**src/cif_pkg.sv**
```systemverilog
package cif_pkg;
	// ************************************************************
	// Register map
	// ************************************************************
	localparam logic [3:0] CIF_OFS_IRQ = 4'h0;
	localparam logic [3:0] CIF_OFS_CTRL = 4'h4;
	localparam logic [3:0] CIF_OFS_EVENT = 4'h8;
	localparam logic [31:0] CIF_RESET_VALUE = 32'h0000_0000;
	localparam int CIF_NSRC = 9;

	// ************************************************************
	// Field positions
	// ************************************************************
	localparam int CIF_BAD_MSG_EN_POS = 31;
	localparam int CIF_WAKE_EN_POS = 30;
	localparam int CIF_BUS_ERR_EN_POS = 29;
	localparam int CIF_SYS_ERR_EN_POS = 28;
	localparam int CIF_RX_OVF_EN_POS = 27;
	localparam int CIF_MODE_EN_POS = 19;
	localparam int CIF_STAMP_EN_POS = 18;
	localparam int CIF_RX_BUF_EN_POS = 17;
	localparam int CIF_TX_BUF_EN_POS = 16;
	localparam int CIF_BAD_MSG_FLAG_POS = 15;
	localparam int CIF_SYS_ERR_FLAG_POS = 12;
	localparam int CIF_MODULE_ON_POS = 15;
	// Source index of system error in the packed source vector
	localparam int CIF_SYS_ERR_IDX = 5;
	// Source index of the invalid message event
	localparam int CIF_BAD_MSG_IDX = 8;
	// Implemented bits of the interrupt register
	localparam logic [31:0] CIF_IRQ_MASK = 32'hf80f_f80f;
	localparam logic [31:0] CIF_CTRL_MASK = 32'h0000_8000;

	typedef struct packed {
		logic [CIF_NSRC-1:0] en;
		logic [CIF_NSRC-1:0] flag;
	} cif_irq_s;
endpackage : cif_pkg

```
**src/cif_irq_top.sv**
```systemverilog
module cif_irq_top (
	// Clock and reset
	input wire logic clk_in,
	input wire logic reset_in,
	// Avalon-MM slave
	input wire logic [3:0] avs_address_in,
	input wire logic avs_read_in,
	input wire logic avs_write_in,
	input wire logic [31:0] avs_writedata_in,
	input wire logic [3:0] avs_byteenable_in,
	output logic [31:0] avs_readdata_out,
	output logic avs_waitrequest_out,
	// Event pulses from the controller core, same clock
	input wire logic [8:0] event_in,
	// Interrupt request and module state
	output logic irq_out,
	output logic module_on_out
);
	cif_pkg::cif_irq_s irq_w;
	logic [8:0] flag_w;
	logic [8:0] en_r;
	logic [8:0] clear_w;
	logic module_on_r;
	logic off_on_w;
	logic seen_off_r;
	logic ack_r;
	logic [31:0] rdata_r;
	logic [31:0] wmask_w;
	logic [31:0] irq_word_w;
	logic [31:0] wr_irq_w;
	logic [31:0] wr_ctrl_w;
	logic req_w;
	logic irq_req_r;

	// Source order: 8=bad msg,7=wake,6=bus err,5=sys err,4=rx ovf,3=mode,2=stamp,1=rx,0=tx
	function automatic logic [31:0] cif_pack(input logic [8:0] en, input logic [8:0] fl);
		cif_pack = {en[8:4], 7'h00, en[3:0], fl[8:4], 7'h00, fl[3:0]};
	endfunction : cif_pack

	function automatic logic [31:0] cif_merge(input logic [31:0] old, input logic [31:0] wd,
		input logic [31:0] m);
		cif_merge = (old & ~m) | (wd & m);
	endfunction : cif_merge

	function automatic logic [8:0] cif_en_of(input logic [31:0] w);
		cif_en_of = {w[31:27], w[19:16]};
	endfunction : cif_en_of

	function automatic logic [8:0] cif_fl_of(input logic [31:0] w);
		cif_fl_of = {w[15:11], w[3:0]};
	endfunction : cif_fl_of

	// ************************************************************
	// Bus slave
	// ************************************************************
	// One wait cycle per access keeps the read data registered
	assign avs_waitrequest_out = (avs_read_in | avs_write_in) & ~ack_r;

	always_ff @(posedge clk_in) begin
		if (reset_in) begin
			ack_r <= 1'b0;
		end else begin
			ack_r <= (avs_read_in | avs_write_in) & ~ack_r;
		end
	end

	assign wmask_w = {{8{avs_byteenable_in[3]}}, {8{avs_byteenable_in[2]}},
		{8{avs_byteenable_in[1]}}, {8{avs_byteenable_in[0]}}};
	assign irq_word_w = cif_pack(en_r, flag_w);
	assign wr_irq_w = cif_merge(irq_word_w, avs_writedata_in, wmask_w) & cif_pkg::CIF_IRQ_MASK;
	assign wr_ctrl_w = cif_merge({16'h0000, module_on_r, 15'h0000}, avs_writedata_in, wmask_w);

	always_ff @(posedge clk_in) begin
		if (reset_in) begin
			rdata_r <= cif_pkg::CIF_RESET_VALUE;
		end else if (avs_read_in & ~ack_r) begin
			case (avs_address_in)
				cif_pkg::CIF_OFS_IRQ: rdata_r <= irq_word_w & cif_pkg::CIF_IRQ_MASK;
				cif_pkg::CIF_OFS_CTRL: rdata_r <= {16'h0000, module_on_r, 15'h0000};
				default: rdata_r <= 32'h0000_0000;
			endcase
		end
	end
	assign avs_readdata_out = rdata_r;

	// ************************************************************
	// Enables and module on bit
	// ************************************************************
	logic wr_take_w;
	assign wr_take_w = avs_write_in & ~ack_r;

	always_ff @(posedge clk_in) begin
		if (reset_in) begin
			en_r <= '0;
		end else if (wr_take_w && avs_address_in == cif_pkg::CIF_OFS_IRQ) begin
			en_r <= cif_en_of(wr_irq_w);
		end
	end

	always_ff @(posedge clk_in) begin
		if (reset_in) begin
			module_on_r <= 1'b0;
		end else if (wr_take_w && avs_address_in == cif_pkg::CIF_OFS_CTRL) begin
			module_on_r <= wr_ctrl_w[cif_pkg::CIF_MODULE_ON_POS];
		end
	end

	// Off seen since last on; a rising on after an off clears system error
	always_ff @(posedge clk_in) begin
		if (reset_in) begin
			seen_off_r <= 1'b0;
		end else if (off_on_w) begin
			seen_off_r <= 1'b0;
		end else if (!module_on_r) begin
			seen_off_r <= 1'b1;
		end
	end

	assign off_on_w = wr_take_w && avs_address_in == cif_pkg::CIF_OFS_CTRL &&
		wr_ctrl_w[cif_pkg::CIF_MODULE_ON_POS] && !module_on_r && seen_off_r;
	assign module_on_out = module_on_r;

	// ************************************************************
	// Flags
	// ************************************************************
	// Writing zero clears a flag; system error is excluded inside the bank
	assign clear_w = (wr_take_w && avs_address_in == cif_pkg::CIF_OFS_IRQ) ?
		(flag_w & ~cif_fl_of(wr_irq_w)) : 9'h000;

	cif_flag_bank u_flags (
		.clk_in(clk_in),
		.reset_in(reset_in),
		.event_in(event_in),
		.clear_in(clear_w),
		.off_on_in(off_on_w),
		.flag_out(flag_w)
	);

	always_comb begin
		irq_w.en = en_r;
		irq_w.flag = flag_w;
	end

	// ************************************************************
	// Interrupt request
	// ************************************************************
	assign req_w = |(irq_w.en & irq_w.flag);

	always_ff @(posedge clk_in) begin
		if (reset_in) begin
			irq_req_r <= 1'b0;
		end else begin
			irq_req_r <= req_w;
		end
	end
	assign irq_out = irq_req_r;
endmodule : cif_irq_top

```
**src/cif_flag_bank.sv**
```systemverilog
module cif_flag_bank (
	// Clock and reset
	input wire logic clk_in,
	input wire logic reset_in,
	// Events and clears
	input wire logic [8:0] event_in,
	input wire logic [8:0] clear_in,
	input wire logic off_on_in,
	// Flags
	output logic [8:0] flag_out
);
	logic [8:0] flag_r;
	logic [8:0] flag_nxt;

	// ************************************************************
	// Sticky flags, set wins over clear
	// ************************************************************
	always_comb begin
		flag_nxt = flag_r;
		for (int i = 0; i < 9; i++) begin
			if (i == cif_pkg::CIF_SYS_ERR_IDX) begin
				if (off_on_in) begin
					flag_nxt[i] = 1'b0;
				end
			end else if (clear_in[i]) begin
				flag_nxt[i] = 1'b0;
			end
			if (event_in[i]) begin
				flag_nxt[i] = 1'b1;
			end
		end
	end

	always_ff @(posedge clk_in) begin
		if (reset_in) begin
			flag_r <= '0;
		end else begin
			flag_r <= flag_nxt;
		end
	end

	assign flag_out = flag_r;
endmodule : cif_flag_bank

```
**config.mk**
```make
export PLATFORM = sky130hd
export DESIGN_NAME = cif_irq_top
export DESIGN_NICKNAME = d
export VERILOG_FILES = /design/src/cif_pkg.sv /design/src/cif_irq_top.sv /design/src/cif_flag_bank.sv
export SDC_FILE = /design/constraint.sdc
export NUM_CORES = 1
export LEC_CHECK = 0
export BUFFER_PORTS_ARGS = -buffer_cell sky130_fd_sc_hd__buf_2
export CORE_ASPECT_RATIO = 0.6
export CORE_MARGIN = 4
export CORE_UTILIZATION = 25
export DETAILED_ROUTE_END_ITERATION = 12
export PLACE_DENSITY_LB_ADDON = 0.1
export RECOVER_POWER = 25
export SYNTH_ARGS = -nofsm -noshare
export SYNTH_HDL_FRONTEND = slang
export SYNTH_HIERARCHICAL = 1
export SYNTH_SLANG_ARGS = --single-unit
```
**constraint.sdc**
```tcl
create_clock -name clk_in -period 1.45 [get_ports clk_in]
set_input_delay 0.145 -clock clk_in [delete_from_list [all_inputs] [get_ports clk_in]]
set_output_delay 0.145 -clock clk_in [all_outputs]
set_load 0.05 [all_outputs]
```
-- After elaboration in Yosys (flattened, before gate mapping)
Index checks and enable logic that the tools add are counted.
- ROM bits: 0
- input port bits: 53
- latch bits: 0
- register bits after elaboration: 54
- memory bits (writable): 0
- memories: 0
- output and inout bits: 35
- word-level logic and storage cells: 68
- $lt $le $gt $ge: 0
- divide/modulo/power cells: 0
- shifts and indexed selects: 0
- multipliers: 0
- eq/ne operators: 1
- reductions and logical operators: 18
- mux-type cells: 20
- add/subtract/negate cells: 0
- bitwise gates (word level): 14
- operator list (kind ; number):
    bitwise AND 32 bit ; 2
    case mux 32 bit (2 select lines) ; 1
    NOT 32 bit ; 1
    OR 32 bit ; 1
    bitwise AND 9 bit ; 2
    2-to-1 mux 1 bit ; 18
    nonzero test 2 bit ; 9
    bitwise AND 16 bit ; 1
    OR 16 bit ; 1
    2-to-1 mux 9 bit ; 1
    NOT 9 bit ; 1
    OR reduction 9 bit ; 1
    logical AND 1 bit ; 5
    == test 4 x 3 -> 1 bit (second input constant) ; 1
    logical NOT 4 bit ; 1
    bitwise AND 1 bit ; 3
    OR reduction 2 bit ; 1
    logical NOT 1 bit ; 1
    NOT 1 bit ; 1
    OR 1 bit ; 1

-- Depth between registers and ports, before layout
- depth in word-level cells: 8
- mapped depth: 6
- gate-level depth less buffers: 5

-- Cells and area by module
Netlist, hierarchy kept.
- modules (own cells, without submodules) (module ; area each (um^2) ; sequential area each (um^2) ; times used ; cells each):
    cif_irq_top ; 1470.2 ; 620.6 ; 1 ; 175
    cif_flag_bank ; 427.9 ; 180.2 ; 1 ; 37

-- Worst setup path before layout
Ideal clock, no wire load.
- path type: register -> register
- start point: register ack_r
- end point: register u_flags.flag_r[4] (netlist: u_flags/flag_out[4])
- stages on the path, launching flop included: 7
- library setup time: 0.114 ns
- period minus slack after synthesis: 1.318 ns
- required time: 1.336 ns
- arrival time: 1.204 ns
- path buffers: 1
- path slack: 0.132 ns
- cell sequence: dfxtp_1 > nor2b_1 > clkbuf_1 > nand3_1 > nor3b_1 > nand2b_4 > a21oi_2
- cells in the longest elaborated chain, start to end: 5
- ends and longest elaborated chain (what ; RTL line ; text):
    start: declaration ; cif_irq_top.sv:26 ; logic ack_r;
    start signal: assignment ; cif_irq_top.sv:63 ; ack_r <= (avs_read_in | avs_write_in) & ~ack_r;
    NOT 1 bit ; cif_irq_top.sv:90 ; assign wr_take_w = avs_write_in & ~ack_r;
    bitwise AND 1 bit ; cif_irq_top.sv:90 ;
    logical AND 1 bit ; cif_irq_top.sv:127 ; assign clear_w = (wr_take_w && avs_address_in == cif_pkg::CIF_OFS_IRQ) ?
    2-to-1 mux 9 bit ; cif_irq_top.sv:127 ;
    net clear_w[4] ; cif_irq_top.sv:22 ; logic [8:0] clear_w;
    nonzero test 2 bit (no source line) ; - ;
    end signal: assignment ; cif_flag_bank.sv:38 ; flag_r <= flag_nxt;
    end: declaration ; cif_flag_bank.sv:12 ; logic [8:0] flag_r;
The timed path passes the listed nets, and every way through them passes these cells.
A chain may end at the register's enable or synchronous reset.

-- Worst setup path after layout
- start point: register ack_r
- end point: register u_flags.flag_r[5] (netlist: u_flags/flag_out[5])
- cells in the longest elaborated chain, start to end: 7
- ends and longest elaborated chain (what ; RTL line ; text):
    NOT 1 bit ; cif_irq_top.sv:90 ;
    bitwise AND 1 bit ; cif_irq_top.sv:90 ;
    logical AND 1 bit (2 in series) ; cif_irq_top.sv:119 ; assign off_on_w = wr_take_w && avs_address_in == cif_pkg::CIF_OFS_CTRL &&
    logical AND 1 bit (2 in series) ; cif_irq_top.sv:120 ; wr_ctrl_w[cif_pkg::CIF_MODULE_ON_POS] && !module_on_r && seen_off_r;
    net off_on_w ; cif_irq_top.sv:24 ; logic off_on_w;
    nonzero test 2 bit (no source line) ; - ;
The timed path passes the listed nets, and every way through them passes these cells.

==> results.sh <==
export IMPL_synth_area_um2=1890
export IMPL_grt_usage=0.120
export IMPL_yosys_warnings=6
export IMPL_worstSetupPathType="reg2reg"
export IMPL_relSlewSlack=0.599
export IMPL_die_area_um2=9060
export IMPL_final_core_util=0.331
export IMPL_drive_gt1_frac=0.304
export IMPL_drc_errors=0
export IMPL_antenna_found_initial=0
export IMPL_crit_path_start_kind="register"
export IMPL_r2r_cells=5
export IMPL_path_cells="buf_4 > nand4b_1 > nor3_1 > nand2b_4 > a21oi_2"
export IMPL_grt_pass1_vias=1575
export IMPL_layoutNonFillerInstCount=377
export IMPL_io_buffers=58
export IMPL_wl_per_cell_um=14.1
export IMPL_pin_count=88
export IMPL_syn_mean_instance_area_um2=8.96
export IMPL_slowest_delay_ps=320
export IMPL_grt_max_degree=21
export IMPL_synth_cells=211
export IMPL_endpoint="u_flags/flag_out[5]$_SDFFE_PP0P_"
export IMPL_initial_core_util=0.259
export IMPL_cp_buffers_inverters=1
export IMPL_max_freq_mhz=737
export IMPL_vias=1610
export IMPL_ir_worst_vdd_uv=442
export IMPL_fp_dieH_um=75.4
export IMPL_worst_clock_skew_ps=4.22
export IMPL_ff2ff_setup_slack_ps=90
export IMPL_dpl_instance_area_um2=2270
export IMPL_p_leak_nw=0.913
export IMPL_r2r_start="ack_r$_SDFF_PP0_"
export IMPL_place_hpwl_mm=4.14
export IMPL_htree_levels=2
export IMPL_drv_cap=0
export IMPL_insertion_delay_ps=280
export IMPL_critPathCaptureType="register"
export IMPL_final_setup_viol_count=0
export IMPL_dr_pass1_iters=4
export IMPL_met2_usage=0.161
export IMPL_grt_pass1_wl_mm=8.22
export IMPL_root_buffer="clkbuf_16"
export IMPL_slowest_stage="dfxtp_1"
export IMPL_p_per_area_nw_per_um2=1070
export IMPL_cp_depth=5
export IMPL_cts_buffers=5
export IMPL_cts_tree="yes"
export IMPL_maxSlewViolCount=0
export IMPL_p_total_w=0.00259
export IMPL_core_area_um2=7300
export IMPL_cts_path_max_buffers=2
export IMPL_cp_arrival_ps=1510
export IMPL_grt_overflow_total=0
export IMPL_top_usage_layer="met1"
export IMPL_cp_top_family="simple AND/OR/NAND/NOR gates"
export IMPL_cp_startpoint="ack_r$_SDFF_PP0_"
export IMPL_antenna_left=0
export IMPL_clock_sinks=40
export IMPL_routed_wl_mm=5.33
export IMPL_design_area_um2=2410
export IMPL_antenna_cells=0
export IMPL_fp_dieW_um=120
export IMPL_hold_class="in2reg"
export IMPL_gp_congestion=0.720
export IMPL_r2r_end="u_flags/flag_out[5]$_SDFFE_PP0P_"
export IMPL_clkTransAtPathRegs_ps=60
export IMPL_layout_nets=325
export IMPL_use_met3=0.0423
export IMPL_ctsHoldBuffers=0
export IMPL_area_growth_pct=27.7
export IMPL_tightest_slew_ps=604
export IMPL_rows=24
export IMPL_worst_hold_slack_ps=97.7
export IMPL_hold_viol_final=0
export IMPL_use_met1=0.185
export IMPL_placed_cells_incl_taps=369
export IMPL_status="finished, final reports clean"
export IMPL_crit_fanout=6
export IMPL_fin_crit_ps=1360
export IMPL_finalCritPeriodShare=0.936
export IMPL_first_iter_violations=108
export IMPL_vias_per_cell=4.27
export IMPL_required_ps=1610
power by group:
group          leakage [nW]  internal (W)  total [W]  switching [W]
Combinational         0.516      0.000111   0.000333       0.000221
Clock                0.0712      0.000686    0.00110       0.000411
Sequential            0.326       0.00112    0.00116      0.0000349
Total                 0.913       0.00192    0.00259       0.000667
how the worst min path moves through the flow:
| stage | end | cells past startpoint | slack, ps | start |
|---|---|---|---|---|
| 2_1_floorplan | u_flags/flag_out[0]$_SDFFE_PP0P_ | 2 | 280 | event_in[0] |
| 3_3_place_gp | u_flags/flag_out[8]$_SDFFE_PP0P_ | 3 | 390 | event_in[8] |
| 3_5_place_dp | u_flags/flag_out[8]$_SDFFE_PP0P_ | 3 | 390 | event_in[8] |
| 4_1_cts | u_flags/flag_out[8]$_SDFFE_PP0P_ | 3 | 100 | event_in[8] |
| 5_1_grt | u_flags/flag_out[8]$_SDFFE_PP0P_ | 3 | 110 | event_in[8] |
| 6_report | u_flags/flag_out[8]$_SDFFE_PP0P_ | 3 | 100 | event_in[8] |
metal layers:
metal | wire [um] | share of wire | vias up
met5 | 0 | 0 | -
met4 | 13 | 0.0024 | 0
met3 | 463 | 0.087 | 2
met2 | 2010 | 0.38 | 54
met1 | 2840 | 0.53 | 728
li1 | - | - | 826
timing repair:
| item | CTS | global route |
|---|---|---|
| resized for setup | 0 | 3 |
| setup endpoints to repair | 0 | 8 |
| buffers inserted | 0 | 0 |
worst register-to-register path, stage by stage (launching register included):
cell and delay (ps):
dfxtp_1 320, buf_4 150, nand4b_1 220, nor3_1 310, nand2b_4 190, a21oi_2 50
cell type report:
class / instances / area, um^2
clock buffers: 8 / 146
fillers: 797 / 4880
inverters: 10 / 37.5
multi-input cells: 148 / 947
flip-flops and latches: 40 / 801
well taps: 104 / 130
repair buffers: 67 / 353
metrics by stage:
step | setup TNS (ps) | setup slack, ps
3_5_place_dp | -36.4 | -16.9
4_1_cts | 0 | 5.44
6_report | 0 | 93.5
3_3_place_gp | -55.9 | -17.0
5_1_grt | -1.72 | -1.72
2_1_floorplan | 0 | 156
cells in the final DEF (no fill, tap or decap), types with 3 or more instances in the layout:
master and n:
a21oi_1 23, a21oi_2 10, buf_2 44, buf_4 8, clkbuf_1 16, clkbuf_16 5, conb_1 14, dfxtp_1 40
inv_1 10, mux2i_1 5, nand2_1 18, nand2b_1 9, nand2b_4 9, nand3_1 17, nand4_1 5, nor3_1 3
nor3b_1 8, o21ai_0 6
(Power assumes the default switching activity.)
